`src/shared/vps_pkg.sv`:
```
// shared constants for the voltage protection stages block
`default_nettype none
package vps_pkg;

  // ************************************************************
  // widths and timing
  // ************************************************************
  localparam int ADDR_W = 4;
  localparam int DATA_W = 32;
  localparam int VOLT_W = 12;             // magnitude in 0.1 % of nominal
  localparam int DLY_W = 16;              // delay in ms, up to 60 000
  localparam int CLK_PERIOD_PS = 5000;    // 200 MHz reference clock
  localparam int TICK_PERIOD_PS = 1000000000;  // one millisecond
  localparam int TICK_CYCLES = TICK_PERIOD_PS / CLK_PERIOD_PS;
  localparam int VOLT_SCALE = 10;         // volt units per percent
  localparam int PCT_FULL = 100;

  // ************************************************************
  // register indices (word addresses)
  // ************************************************************
  localparam logic [ADDR_W-1:0] OV_CTRL_ADDR = 4'h0;
  localparam logic [ADDR_W-1:0] OV_DELAY_ADDR = 4'h1;
  localparam logic [ADDR_W-1:0] UV_CTRL_ADDR = 4'h2;
  localparam logic [ADDR_W-1:0] UV_DELAY_ADDR = 4'h3;
  localparam logic [ADDR_W-1:0] RES_CTRL_ADDR = 4'h4;
  localparam logic [ADDR_W-1:0] RES_DELAY_ADDR = 4'h5;
  localparam logic [ADDR_W-1:0] STATUS_ADDR = 4'h6;

  // ************************************************************
  // control field positions
  // ************************************************************
  localparam int CTRL_EN_BIT = 0;         // on/off for over and residual
  localparam int CTRL_MODE_LSB = 0;       // undervoltage mode, two bits
  localparam int CTRL_ONLY_BIT = 2;       // start signal only
  localparam int CTRL_PICK_LSB = 8;       // pick-up in percent
  localparam int CTRL_RR_LSB = 16;        // reset ratio in percent
  localparam int CTRL_BLK_LSB = 24;       // undervoltage block level in percent

  // ************************************************************
  // status field positions
  // ************************************************************
  localparam int ST_OV_PH_LSB = 0;
  localparam int ST_OV_GEN_BIT = 3;
  localparam int ST_UV_PH_LSB = 4;
  localparam int ST_UV_GEN_BIT = 7;
  localparam int ST_RES_GEN_BIT = 8;
  localparam int ST_OV_TRIP_BIT = 12;
  localparam int ST_UV_TRIP_BIT = 13;
  localparam int ST_RES_TRIP_BIT = 14;

  // undervoltage operating modes
  typedef enum logic [1:0] {
    VPS_UV_OFF = 2'b00,
    VPS_UV_ONE = 2'b01,
    VPS_UV_TWO = 2'b10,
    VPS_UV_ALL = 2'b11
  } vps_uv_mode_t;

  // ************************************************************
  // reset values
  // ************************************************************
  localparam logic [7:0] OV_PICK_RST = 8'h3f;    // 63 %
  localparam logic [7:0] UV_PICK_RST = 8'h5a;    // 90 %
  localparam logic [7:0] RES_PICK_RST = 8'h1e;   // 30 %
  localparam logic [7:0] UV_BLK_RST = 8'h0a;     // 10 %
  localparam logic [7:0] RR_RST = 8'h05;         // 5 %
  localparam logic [DLY_W-1:0] DLY_RST = 16'h0064;  // 100 ms
  localparam logic [DATA_W-1:0] OV_CTRL_RST =
    {8'h00, RR_RST, OV_PICK_RST, 8'h01};
  localparam logic [DATA_W-1:0] UV_CTRL_RST =
    {UV_BLK_RST, RR_RST, UV_PICK_RST, 8'h01};
  localparam logic [DATA_W-1:0] RES_CTRL_RST =
    {8'h00, RR_RST, RES_PICK_RST, 8'h01};

endpackage
`default_nettype wire

```
`src/rtl/vps_delay_timer.sv`:
```
// definite-time delay timer that turns a stage start into a trip
`default_nettype none
module vps_delay_timer #(
  parameter int DLY_W = 16
) (
  // clock and reset
  input wire logic ref_clk,
  input wire logic rst,
  // control
  input wire logic ms_tick,
  input wire logic start,
  input wire logic start_only,
  input wire logic [DLY_W-1:0] delay_ms,
  // result
  output logic trip
);

  logic [DLY_W-1:0] cnt_reg, cnt_next;
  logic trip_reg, trip_next;

  // count whole ticks while started; fixed delay, not level dependent
  always_comb begin
    cnt_next = cnt_reg;
    if (!start) begin
      cnt_next = '0;
    end else if (ms_tick && cnt_reg < delay_ms) begin
      cnt_next = cnt_reg + 1'b1;
    end
    // trip holds while start holds and falls one cycle after it
    trip_next = start && !start_only && (cnt_reg >= delay_ms);
  end

  // register state
  always_ff @(posedge ref_clk or posedge rst) begin
    if (rst) begin
      cnt_reg <= '0;
      trip_reg <= 1'b0;
    end else begin
      cnt_reg <= cnt_next;
      trip_reg <= trip_next;
    end
  end

  assign trip = trip_reg;

endmodule
`default_nettype wire

```
`src/rtl/vps_voltage_protect.sv`:
```
// three-stage voltage protection: phase over, phase under, residual over
`default_nettype none
module vps_voltage_protect
  import vps_pkg::*;
#(
  parameter int TICK_CYC = vps_pkg::TICK_CYCLES
) (
  // clock and reset
  input wire logic ref_clk,
  input wire logic rst,
  // register port
  input wire logic [vps_pkg::ADDR_W-1:0] reg_addr,
  input wire logic [vps_pkg::DATA_W-1:0] reg_wdata,
  input wire logic reg_wr,
  input wire logic reg_rd,
  output logic [vps_pkg::DATA_W-1:0] reg_rdata,
  // magnitudes from the measurement stage, 0.1 % units
  input wire logic [vps_pkg::VOLT_W-1:0] phase_voltage_a,
  input wire logic [vps_pkg::VOLT_W-1:0] phase_voltage_b,
  input wire logic [vps_pkg::VOLT_W-1:0] phase_voltage_c,
  input wire logic [vps_pkg::VOLT_W-1:0] residual_voltage,
  // overvoltage results
  output logic [2:0] ov_phase_start,
  output logic ov_start,
  output logic ov_trip,
  // undervoltage results
  output logic [2:0] uv_phase_start,
  output logic uv_start,
  output logic uv_trip,
  // residual overvoltage results
  output logic residual_overvoltage_stage_start,
  output logic residual_overvoltage_stage_trip
);

  import vps_pkg::*;

  localparam int PROD_W = 24;
  localparam int TICK_W = $clog2(TICK_CYC + 1);

  // ************************************************************
  // threshold helpers
  // ************************************************************

  // volts scaled by one hundred, so ratio limits need no divide
  function automatic logic [PROD_W-1:0] volt_x100(input logic [VOLT_W-1:0] v);
    volt_x100 = PROD_W'(v) * PROD_W'(PCT_FULL);
  endfunction

  // pick-up scaled to volt units times (100 + delta)
  function automatic logic [PROD_W-1:0] pick_x(input logic [7:0] pick,
                                               input logic [8:0] pct);
    pick_x = PROD_W'(pick) * PROD_W'(VOLT_SCALE) * PROD_W'(pct);
  endfunction

  // over-type start with hysteresis below pick-up
  function automatic logic over_hold(input logic [VOLT_W-1:0] v, input logic [7:0] pick,
                                     input logic [7:0] rr, input logic was);
    logic [8:0] drop_pct;
    drop_pct = (rr >= 8'(PCT_FULL)) ? 9'h000 : 9'(PCT_FULL) - {1'b0, rr};
    if (!was) begin
      over_hold = volt_x100(v) > pick_x(pick, 9'(PCT_FULL));
    end else begin
      over_hold = !(volt_x100(v) < pick_x(pick, drop_pct));
    end
  endfunction

  // under-type start with hysteresis above pick-up and a block floor
  function automatic logic under_hold(input logic [VOLT_W-1:0] v, input logic [7:0] pick,
                                      input logic [7:0] rr, input logic [7:0] blk,
                                      input logic was);
    logic above_blk;
    above_blk = volt_x100(v) > pick_x(blk, 9'(PCT_FULL));
    if (!was) begin
      under_hold = above_blk && (volt_x100(v) < pick_x(pick, 9'(PCT_FULL)));
    end else begin
      under_hold = above_blk &&
        !(volt_x100(v) > pick_x(pick, 9'(PCT_FULL) + {1'b0, rr}));
    end
  endfunction

  // ************************************************************
  // settings registers
  // ************************************************************
  logic [DATA_W-1:0] ov_ctrl_reg, ov_ctrl_next;
  logic [DATA_W-1:0] uv_ctrl_reg, uv_ctrl_next;
  logic [DATA_W-1:0] res_ctrl_reg, res_ctrl_next;
  logic [DLY_W-1:0] ov_dly_reg, ov_dly_next;
  logic [DLY_W-1:0] uv_dly_reg, uv_dly_next;
  logic [DLY_W-1:0] res_dly_reg, res_dly_next;
  logic [DATA_W-1:0] rdata_reg, rdata_next;
  logic [DATA_W-1:0] status_word;

  // field views of the settings
  logic ov_en, ov_only, res_en, res_only, uv_only;
  logic [7:0] ov_pick, ov_rr, uv_pick, uv_rr, uv_blk, res_pick, res_rr;
  vps_uv_mode_t uv_mode;

  assign ov_en = ov_ctrl_reg[CTRL_EN_BIT];
  assign ov_only = ov_ctrl_reg[CTRL_ONLY_BIT];
  assign ov_pick = ov_ctrl_reg[CTRL_PICK_LSB +: 8];
  assign ov_rr = ov_ctrl_reg[CTRL_RR_LSB +: 8];
  assign uv_mode = vps_uv_mode_t'(uv_ctrl_reg[CTRL_MODE_LSB +: 2]);
  assign uv_only = uv_ctrl_reg[CTRL_ONLY_BIT];
  assign uv_pick = uv_ctrl_reg[CTRL_PICK_LSB +: 8];
  assign uv_rr = uv_ctrl_reg[CTRL_RR_LSB +: 8];
  assign uv_blk = uv_ctrl_reg[CTRL_BLK_LSB +: 8];
  assign res_en = res_ctrl_reg[CTRL_EN_BIT];
  assign res_only = res_ctrl_reg[CTRL_ONLY_BIT];
  assign res_pick = res_ctrl_reg[CTRL_PICK_LSB +: 8];
  assign res_rr = res_ctrl_reg[CTRL_RR_LSB +: 8];

  // write decode and read mux; reads answer in the next cycle only
  always_comb begin
    ov_ctrl_next = ov_ctrl_reg;
    uv_ctrl_next = uv_ctrl_reg;
    res_ctrl_next = res_ctrl_reg;
    ov_dly_next = ov_dly_reg;
    uv_dly_next = uv_dly_reg;
    res_dly_next = res_dly_reg;
    rdata_next = '0;
    if (reg_wr) begin
      unique case (reg_addr)
        OV_CTRL_ADDR: ov_ctrl_next = reg_wdata;
        OV_DELAY_ADDR: ov_dly_next = reg_wdata[DLY_W-1:0];
        UV_CTRL_ADDR: uv_ctrl_next = reg_wdata;
        UV_DELAY_ADDR: uv_dly_next = reg_wdata[DLY_W-1:0];
        RES_CTRL_ADDR: res_ctrl_next = reg_wdata;
        RES_DELAY_ADDR: res_dly_next = reg_wdata[DLY_W-1:0];
        default: ;  // status and unmapped writes are ignored
      endcase
    end
    if (reg_rd) begin
      unique case (reg_addr)
        OV_CTRL_ADDR: rdata_next = ov_ctrl_reg;
        OV_DELAY_ADDR: rdata_next = DATA_W'(ov_dly_reg);
        UV_CTRL_ADDR: rdata_next = uv_ctrl_reg;
        UV_DELAY_ADDR: rdata_next = DATA_W'(uv_dly_reg);
        RES_CTRL_ADDR: rdata_next = res_ctrl_reg;
        RES_DELAY_ADDR: rdata_next = DATA_W'(res_dly_reg);
        STATUS_ADDR: rdata_next = status_word;
        default: rdata_next = '0;
      endcase
    end
  end

  // settings flops
  always_ff @(posedge ref_clk or posedge rst) begin
    if (rst) begin
      ov_ctrl_reg <= OV_CTRL_RST;
      uv_ctrl_reg <= UV_CTRL_RST;
      res_ctrl_reg <= RES_CTRL_RST;
      ov_dly_reg <= DLY_RST;
      uv_dly_reg <= DLY_RST;
      res_dly_reg <= DLY_RST;
      rdata_reg <= '0;
    end else begin
      ov_ctrl_reg <= ov_ctrl_next;
      uv_ctrl_reg <= uv_ctrl_next;
      res_ctrl_reg <= res_ctrl_next;
      ov_dly_reg <= ov_dly_next;
      uv_dly_reg <= uv_dly_next;
      res_dly_reg <= res_dly_next;
      rdata_reg <= rdata_next;
    end
  end

  assign reg_rdata = rdata_reg;

  // ************************************************************
  // millisecond tick divider
  // ************************************************************
  logic [TICK_W-1:0] div_reg, div_next;
  logic tick_reg, tick_next;

  // one-cycle enable every TICK_CYC clocks
  always_comb begin
    tick_next = (div_reg == TICK_W'(TICK_CYC - 1));
    div_next = tick_next ? '0 : div_reg + 1'b1;
  end

  // divider flops
  always_ff @(posedge ref_clk or posedge rst) begin
    if (rst) begin
      div_reg <= '0;
      tick_reg <= 1'b0;
    end else begin
      div_reg <= div_next;
      tick_reg <= tick_next;
    end
  end

  // ************************************************************
  // start detection
  // ************************************************************
  logic [VOLT_W-1:0] ph_volt [3];
  logic [2:0] ov_ph_reg, ov_ph_next, uv_ph_reg, uv_ph_next;
  logic ov_gen_reg, ov_gen_next, uv_gen_reg, uv_gen_next;
  logic res_gen_reg, res_gen_next;
  logic [1:0] uv_count;
  logic [1:0] uv_need;

  assign ph_volt[0] = phase_voltage_a;
  assign ph_volt[1] = phase_voltage_b;
  assign ph_volt[2] = phase_voltage_c;

  // per-phase flags, then general starts; a disabled stage stays quiet
  always_comb begin
    ov_ph_next = '0;
    uv_ph_next = '0;
    uv_count = '0;
    for (int i = 0; i < 3; i++) begin
      if (ov_en) begin
        ov_ph_next[i] = over_hold(ph_volt[i], ov_pick, ov_rr, ov_ph_reg[i]);
      end
      if (uv_mode != VPS_UV_OFF) begin
        uv_ph_next[i] = under_hold(ph_volt[i], uv_pick, uv_rr, uv_blk, uv_ph_reg[i]);
      end
      uv_count = uv_count + 2'(uv_ph_next[i]);
    end
    ov_gen_next = |ov_ph_next;
    unique case (uv_mode)
      VPS_UV_OFF: uv_need = 2'h0;
      VPS_UV_ONE: uv_need = 2'h1;
      VPS_UV_TWO: uv_need = 2'h2;
      VPS_UV_ALL: uv_need = 2'h3;
    endcase
    // enough phases under before the stage operates
    uv_gen_next = (uv_mode != VPS_UV_OFF) && (uv_count >= uv_need);
    // the residual input already carries the 3U0 scaling
    res_gen_next = res_en &&
      over_hold(residual_voltage, res_pick, res_rr, res_gen_reg);
  end

  // start flops
  always_ff @(posedge ref_clk or posedge rst) begin
    if (rst) begin
      ov_ph_reg <= '0;
      uv_ph_reg <= '0;
      ov_gen_reg <= 1'b0;
      uv_gen_reg <= 1'b0;
      res_gen_reg <= 1'b0;
    end else begin
      ov_ph_reg <= ov_ph_next;
      uv_ph_reg <= uv_ph_next;
      ov_gen_reg <= ov_gen_next;
      uv_gen_reg <= uv_gen_next;
      res_gen_reg <= res_gen_next;
    end
  end

  assign ov_phase_start = ov_ph_reg;
  assign ov_start = ov_gen_reg;
  assign uv_phase_start = uv_ph_reg;
  assign uv_start = uv_gen_reg;
  assign residual_overvoltage_stage_start = res_gen_reg;

  // ************************************************************
  // delay timers
  // ************************************************************
  logic ov_trip_w, uv_trip_w, res_trip_w;

  vps_delay_timer #(.DLY_W(DLY_W)) u_ov_timer (
    .ref_clk(ref_clk),
    .rst(rst),
    .ms_tick(tick_reg),
    .start(ov_gen_reg),
    .start_only(ov_only),
    .delay_ms(ov_dly_reg),
    .trip(ov_trip_w)
  );

  vps_delay_timer #(.DLY_W(DLY_W)) u_uv_timer (
    .ref_clk(ref_clk),
    .rst(rst),
    .ms_tick(tick_reg),
    .start(uv_gen_reg),
    .start_only(uv_only),
    .delay_ms(uv_dly_reg),
    .trip(uv_trip_w)
  );

  vps_delay_timer #(.DLY_W(DLY_W)) u_res_timer (
    .ref_clk(ref_clk),
    .rst(rst),
    .ms_tick(tick_reg),
    .start(res_gen_reg),
    .start_only(res_only),
    .delay_ms(res_dly_reg),
    .trip(res_trip_w)
  );

  assign ov_trip = ov_trip_w;
  assign uv_trip = uv_trip_w;
  assign residual_overvoltage_stage_trip = res_trip_w;

  // status view of the live flags
  always_comb begin
    status_word = '0;
    status_word[ST_OV_PH_LSB +: 3] = ov_ph_reg;
    status_word[ST_OV_GEN_BIT] = ov_gen_reg;
    status_word[ST_UV_PH_LSB +: 3] = uv_ph_reg;
    status_word[ST_UV_GEN_BIT] = uv_gen_reg;
    status_word[ST_RES_GEN_BIT] = res_gen_reg;
    status_word[ST_OV_TRIP_BIT] = ov_trip_w;
    status_word[ST_UV_TRIP_BIT] = uv_trip_w;
    status_word[ST_RES_TRIP_BIT] = res_trip_w;
  end

endmodule
`default_nettype wire

```
`config.mk`:
```
export PLATFORM = sky130hd
export DESIGN_NAME = vps_voltage_protect
export DESIGN_NICKNAME = d
export VERILOG_FILES = /design/src/shared/vps_pkg.sv /design/src/rtl/vps_delay_timer.sv /design/src/rtl/vps_voltage_protect.sv
export SDC_FILE = /design/constraint.sdc
export NUM_CORES = 2
export LEC_CHECK = 0
export BUFFER_PORTS_ARGS = -buffer_cell sky130_fd_sc_hd__buf_2
export CORE_ASPECT_RATIO = 1.75
export CORE_MARGIN = 2
export CORE_UTILIZATION = 55
export DETAILED_ROUTE_END_ITERATION = 8
export GPL_ROUTABILITY_DRIVEN = 0
export PLACE_DENSITY = 0.74
export SYNTH_ARGS = -nofsm -noshare
export SYNTH_HDL_FRONTEND = slang
export SYNTH_SLANG_ARGS = --single-unit
```
`constraint.sdc`:
```
create_clock -name ref_clk -period 10.42 [get_ports ref_clk]
set_input_delay 0.521 -clock ref_clk [delete_from_list [all_inputs] [get_ports ref_clk]]
set_output_delay 0.521 -clock ref_clk [all_outputs]
set_load 0.03 [all_outputs]
```
Yosys cells after proc, flatten, opt, wreduce, memory -nomap -nowiden
Cells that the tools add are included.
W data, S select, Z words.
{ "op_classes": {"add_sub_neg": 9, "mul": 15, "div": 0, "magnitude_cmp": 26, "eq_ne": 13, "shift": 0, "n_mux": 25, "bitwise": 0, "n_reduce_logical": 37} }
{ "op_table": {"columns": ["op", "count"], "rows": [
  ["$pmux W32 S7", 1],
  ["$gt A19 B19 Y1", 7],
  ["$mux W16", 6],
  ["$lt A19 B21 Y1", 4],
  ["$mul A12 B5 Y17 const B", 4],
  ["$mul A11 B5 Y16 const B", 4],
  ["$gt A19 B21 Y1", 3],
  ["$mul A11 B9 Y20", 3],
  ["$lt A19 B19 Y1", 3],
  ["$add A16 B1 Y16 const B", 3],
  ["$ge A16 B16 Y1", 3],
  ["$lt A16 B16 Y1", 3],
  ["$mul A8 B3 Y11 const B", 4],
  ["$mux W32", 1],
  ["$add A18 B1 Y18 const B", 1],
  ["$eq A18 B18 Y1 const B", 1],
  ["$mux W18", 1],
  ["$mux W9", 2],
  ["$sub A7 B8 Y9 const A", 2],
  ["$logic_and A1 B1 Y1", 17],
  ["$ge A8 B7 Y1 const B", 2],
  ["$mux W1", 13],
  ["$eq A4 B3 Y1 const B", 3],
  ["$reduce_and A2 Y1", 6],
  ["15 further kinds", 28]
]} }
{ "word_totals": {"reg_bits": 255, "latchBits": 0, "ram_bits": 0, "romBits": 0, "input_bits": 88, "output_inout_bits": 44, "wordCells": 145, "mem_count": 0} }

Logic depth before layout (Yosys ltp)
{ "depth": {"depth_word": 11, "ltp_mapped": 38, "ltp_nobuf": 38} }

Cells and area by module
A second synthesis with hierarchy kept.
{ "unflattened": {"cells_unflattened": 4020, "hier_area_um2": 37275.8} }
{ "by_module_without_submodules": {"columns": ["module", "n_inst", "cells_per_inst", "area_each_um2", "seq_area_each_um2"], "rows": [
  ["vps_voltage_protect", 1, 3549, 33135.5, 5147.4],
  ["vps_delay_timer", 3, 157, 1380.1, 425.4]
]} }

Worst setup path after synthesis
No wires, ideal clock.
{ "synth_path": {"path_kind": "register to register", "start": "register uv_ctrl_reg[9]", "end": "register uv_gen_reg (netlist: uv_start)", "setup_ns": 0.120, "arrival_ns": 8.810, "t_required_ns": 10.300, "setup_slack_ns": 1.489, "stages_incl_launch_ff": 39, "n_path_buf": 0, "period_less_slack_ns": 8.931, "cell_sequence": "dfstp_2 ha_1 ha_1 fa_1 a21oi_1 nor2_1 nor2_1 o21bai_1 a21oi_1 xnor2_1 nand2_1 fa_1 inv_1 fa_1 fa_1 inv_1 fa_1 inv_1 [... 3 more ...] o31ai_1 nor2b_1 o21bai_1 a21oi_1 xor2_1 ha_1 or4_1 a211oi_1 o21ai_0 o22a_1 a311o_1 a41oi_1 fa_1 inv_1 ha_1 nand2b_1 a21oi_1 nor2_1"} }
{ "synth_via": {"elab_chain_len": 11, "elab_cells_between_ends": 28, "classes_between": "add/sub (2); mul (3); order compare (7); mux (6); reduce/logical (10)"} }
{ "synth_lines": {"columns": ["element", "line_no", "source"], "rows": [
  ["start: declaration", "vps_voltage_protect.sv:85", "logic [DATA_W-1:0] uv_ctrl_reg, uv_ctrl_next;"],
  ["start signal: assignment", "vps_voltage_protect.sv:158", "uv_ctrl_reg <= uv_ctrl_next;"],
  ["$mul A8 B3 Y11 (*)", "vps_voltage_protect.sv:52", "pick_x = PROD_W'(pick) * PROD_W'(VOLT_SCALE) * PROD_W'(pct);"],
  ["$mul A11 B9 Y20", "vps_voltage_protect.sv:52", null],
  ["$gt A19 B21 Y1", "vps_voltage_protect.sv:77", "!(volt_x100(v) > pick_x(pick, 9'(PCT_FULL) + {1'b0, rr}));"],
  ["$logic_not A1 Y1", "vps_voltage_protect.sv:77", null],
  ["$logic_and A1 B1 Y1", "vps_voltage_protect.sv:76", "under_hold = above_blk &&"],
  ["$mux W1 (*)", "vps_voltage_protect.sv:73", "if (!was) begin"],
  ["$mux W1 (*)", "vps_voltage_protect.sv:215", "if (uv_mode != VPS_UV_OFF) begin"],
  ["named net uv_ph_next[1]", "vps_voltage_protect.sv:196", "logic [2:0] ov_ph_reg, ov_ph_next, uv_ph_reg, uv_ph_next;"],
  ["$add A1 B1 Y2 (*)", "vps_voltage_protect.sv:218", "uv_count = uv_count + 2'(uv_ph_next[i]);"],
  ["$add A2 B1 Y2 (*)", "vps_voltage_protect.sv:218", null],
  ["$ge A2 B2 Y1 (*)", "vps_voltage_protect.sv:228", "uv_gen_next = (uv_mode != VPS_UV_OFF) && (uv_count >= uv_need);"],
  ["$logic_and A1 B1 Y1 (*)", "vps_voltage_protect.sv:228", null],
  ["named net uv_gen_next", "vps_voltage_protect.sv:197", "logic ov_gen_reg, ov_gen_next, uv_gen_reg, uv_gen_next;"],
  ["end signal: assignment", "vps_voltage_protect.sv:246", "uv_gen_reg <= uv_gen_next;"],
  ["end: declaration", "vps_voltage_protect.sv:197", null]
]} }
The timed path passes the listed nets; every way through them passes the cells marked *.
A chain may end at the register's enable or synchronous reset.

Final worst setup path
Same ends and word-level chain as after synthesis.

==> run summary <==
Skew final - 0.0164 ns
Final setup violating endpoints - 0
CP required - 10.85 ns
GRT Util Overall - 30.1%
Layout cells sized above 1 - 10.7%
Remaining antenna violation count - 0
Most frequent cells in the layout - 805 x ha_1, 594 x inv_1, 275 x nand2_1, 249 x fa_1, 221 x dfrtp_1
Synth Register Bits - 255
Reg clk slew, reported paths - 0.07 ns
Max H-tree Level - 1
Fill cells - 5773
HPWL after DPL - 83000 um
Max Freq - 0.101 GHz
Wire per inst - 20.4 um
Register area share after synthesis - 17.5%
Postcts setup bufs - 0
Vias in the first global route - 30.7k
Hold Path Class - in -> async
Final hold violation count - 0
Die height - 346 um
Max Root-Sink Buffers - 3
Vias - 29.7k
Post-layout minimum cycle time - 9.89 ns
Area delta synth->final - 7.73%
First-pass GRT wire length - 162000 um
Sink Count - 255
Port Buffer Count - 131
Post-Syn Area - 36700 um2
Commonest non-fill, non-tap cell in the layout - ha_1
Synth area leaders - ha_1 27%, dfrtp_1 15%, fa_1 14%
Slew headroom - 3.21%
Main synth FF type - dfrtp_1
Die area - 68800 um2
Initial Utilization - 55.4%
Max cap viols - 0
Least-Margin Pin Slew - 1.44 ns
Cell taking the most area after synthesis - ha_1
CTS Hold Buffers Added - 0
Synth warnings - 0
Post-CTS Resized - 0
Setup crit end kind - flop
Initial antenna violation count - 10
Worst skew pair latency - 0.55 ns
CP max stage delay - 0.66 ns
Unrepaired setup endpoints after global routing - false
Core Area - 66200 um2
CTS tree - done
Drt drc - 0
Num CTS Buffers - 25
Post-synth EDFFs - 0
Largest net degree at the start of global routing - 109
FFs w/ async S/R, synth - 100%
Slowest CP cell - dfstp_2
CP startpoint kind - flop
Mapped Avg Cell Area - 9.32 um2
Critical path fanouts, max - 11
Setup CP Type - reg -> reg
Post-synthesis cell count - 3933
Initial DRC count - 1870
Worst Path Arrival - 10.32 ns
1st-pass router iterations - 6
Global route total overflow - 0
Die width - 199 um
Final wirelength - 102000 um
Status - finished clean
Final slew viol count - 0
Io pins - 132
Vias per inst - 5.94
Nets@finish - 5243
CTS root buffer - clkbuf_16
Netlist cell types - 77
Synth top area share - 27.5%
Fin Setup TNS - 0 ns
Final period util - 94.9%
Site row count - 125
[synth_stat cells (47+ instances only)]
library cell and count:
o21ai_0 123, xnor2_1 127, nand2_1 276, nor2_1 164, and2_1 89, fa_1 249, a21oi_1 168, nand4_1 53
ha_1 805, xor2_1 71, mux2_2 146, nand2b_1 47, inv_1 595, dfrtp_1 221, clkbuf_1 50, a21o_1 109
nor3_1 52, nand3_1 75
[layer usage]
metal | share of wire (%) | vias up | wire length (um) | track usage [%]
met5 | 0.063 | - | 65 | 0
met4 | 7.5 | 10 | 7650 | 18.7
met3 | 5.6 | 374 | 5760 | 4.37
met2 | 51 | 935 | 51800 | 54.5
met1 | 36 | 14533 | 37200 | 32.6
li1 | - | 13896 | - | -
[worst max-delay path, delay by kind of cell, from the launching register on]
kind,cells,cell delay (ns)
fa+ha+maj,10,3.67
buf+inv,5,0.58
compound gates,16,3.46
flops,1,0.66
xor+xnor,1,0.15
simple gates,6,1.26
[logic make-up (layout without fill, tap and decap cells)]
group	after synthesis	count (layout)	share of synthesized area, %
adders and majority gates	1056	1056	41.1
xor gates and xnor gates	199	199	4.77
other	2	25	0.0205
AOI/OAI and AO/OA	680	680	12.3
buffers and inverters	657	824	6.75
DFF	255	255	17.5
and+or+nand+nor	916	916	12.5
muxes	168	168	5.08
[path summary, 6_finish.rpt]
kind	from	to	slack (ns)	cells past startpoint
min reg2reg	ov_ctrl_reg[2]$_DFFE_PP0P_	u_ov_timer.trip$_DFF_PP0_	0.48	1
min in group ref_clk	reg_wdata[30]	res_ctrl_reg[30]$_DFFE_PP0P_	0.23	2
max in group asynchronous	rst	ov_ctrl_reg[7]$_DFFE_PP0P_	8.89	3
min	rst	u_ov_timer.cnt_reg[0]$_DFFE_PP0P_	0.09	2
max reg2reg	uv_ctrl_reg[9]$_DFFE_PP1P_	uv_start$_DFF_PP0_	0.53	38
max	uv_ctrl_reg[9]$_DFFE_PP1P_	uv_start$_DFF_PP0_	0.53	38
[through the flow]
stage	cell area, um2	hold WS [ns]	worst slack [ns]	util, %	std cells
final	39500	0.0900	0.529	59.7	5012
after global routing	39500	0.165	0.0373	59.7	5010
after CTS	39500	0.127	0.630	59.7	5009
after detailed placement	38700	0.456	0.636	58.5	4963
after global placement	38700	0.453	0.942	58.5	4963
after floorplan	36700	0.424	1.49	-	3953
[layout make-up]
type                       count  area [um2]  area share [%]
antenna                        3        7.51          0.0190
clock buffer                  30         664            1.68
clock inverter                16         136           0.345
inverter                     596        2240            5.68
multi-input combinational   3041       27900            70.6
sequential                   255        6420            16.3
tap                          889        1110            2.82
timing repair buffer         182        1040            2.63
Power is left out: the tool's default activity adds up to more than one toggle a clock period on the data nets, which glitch-free logic cannot reach.
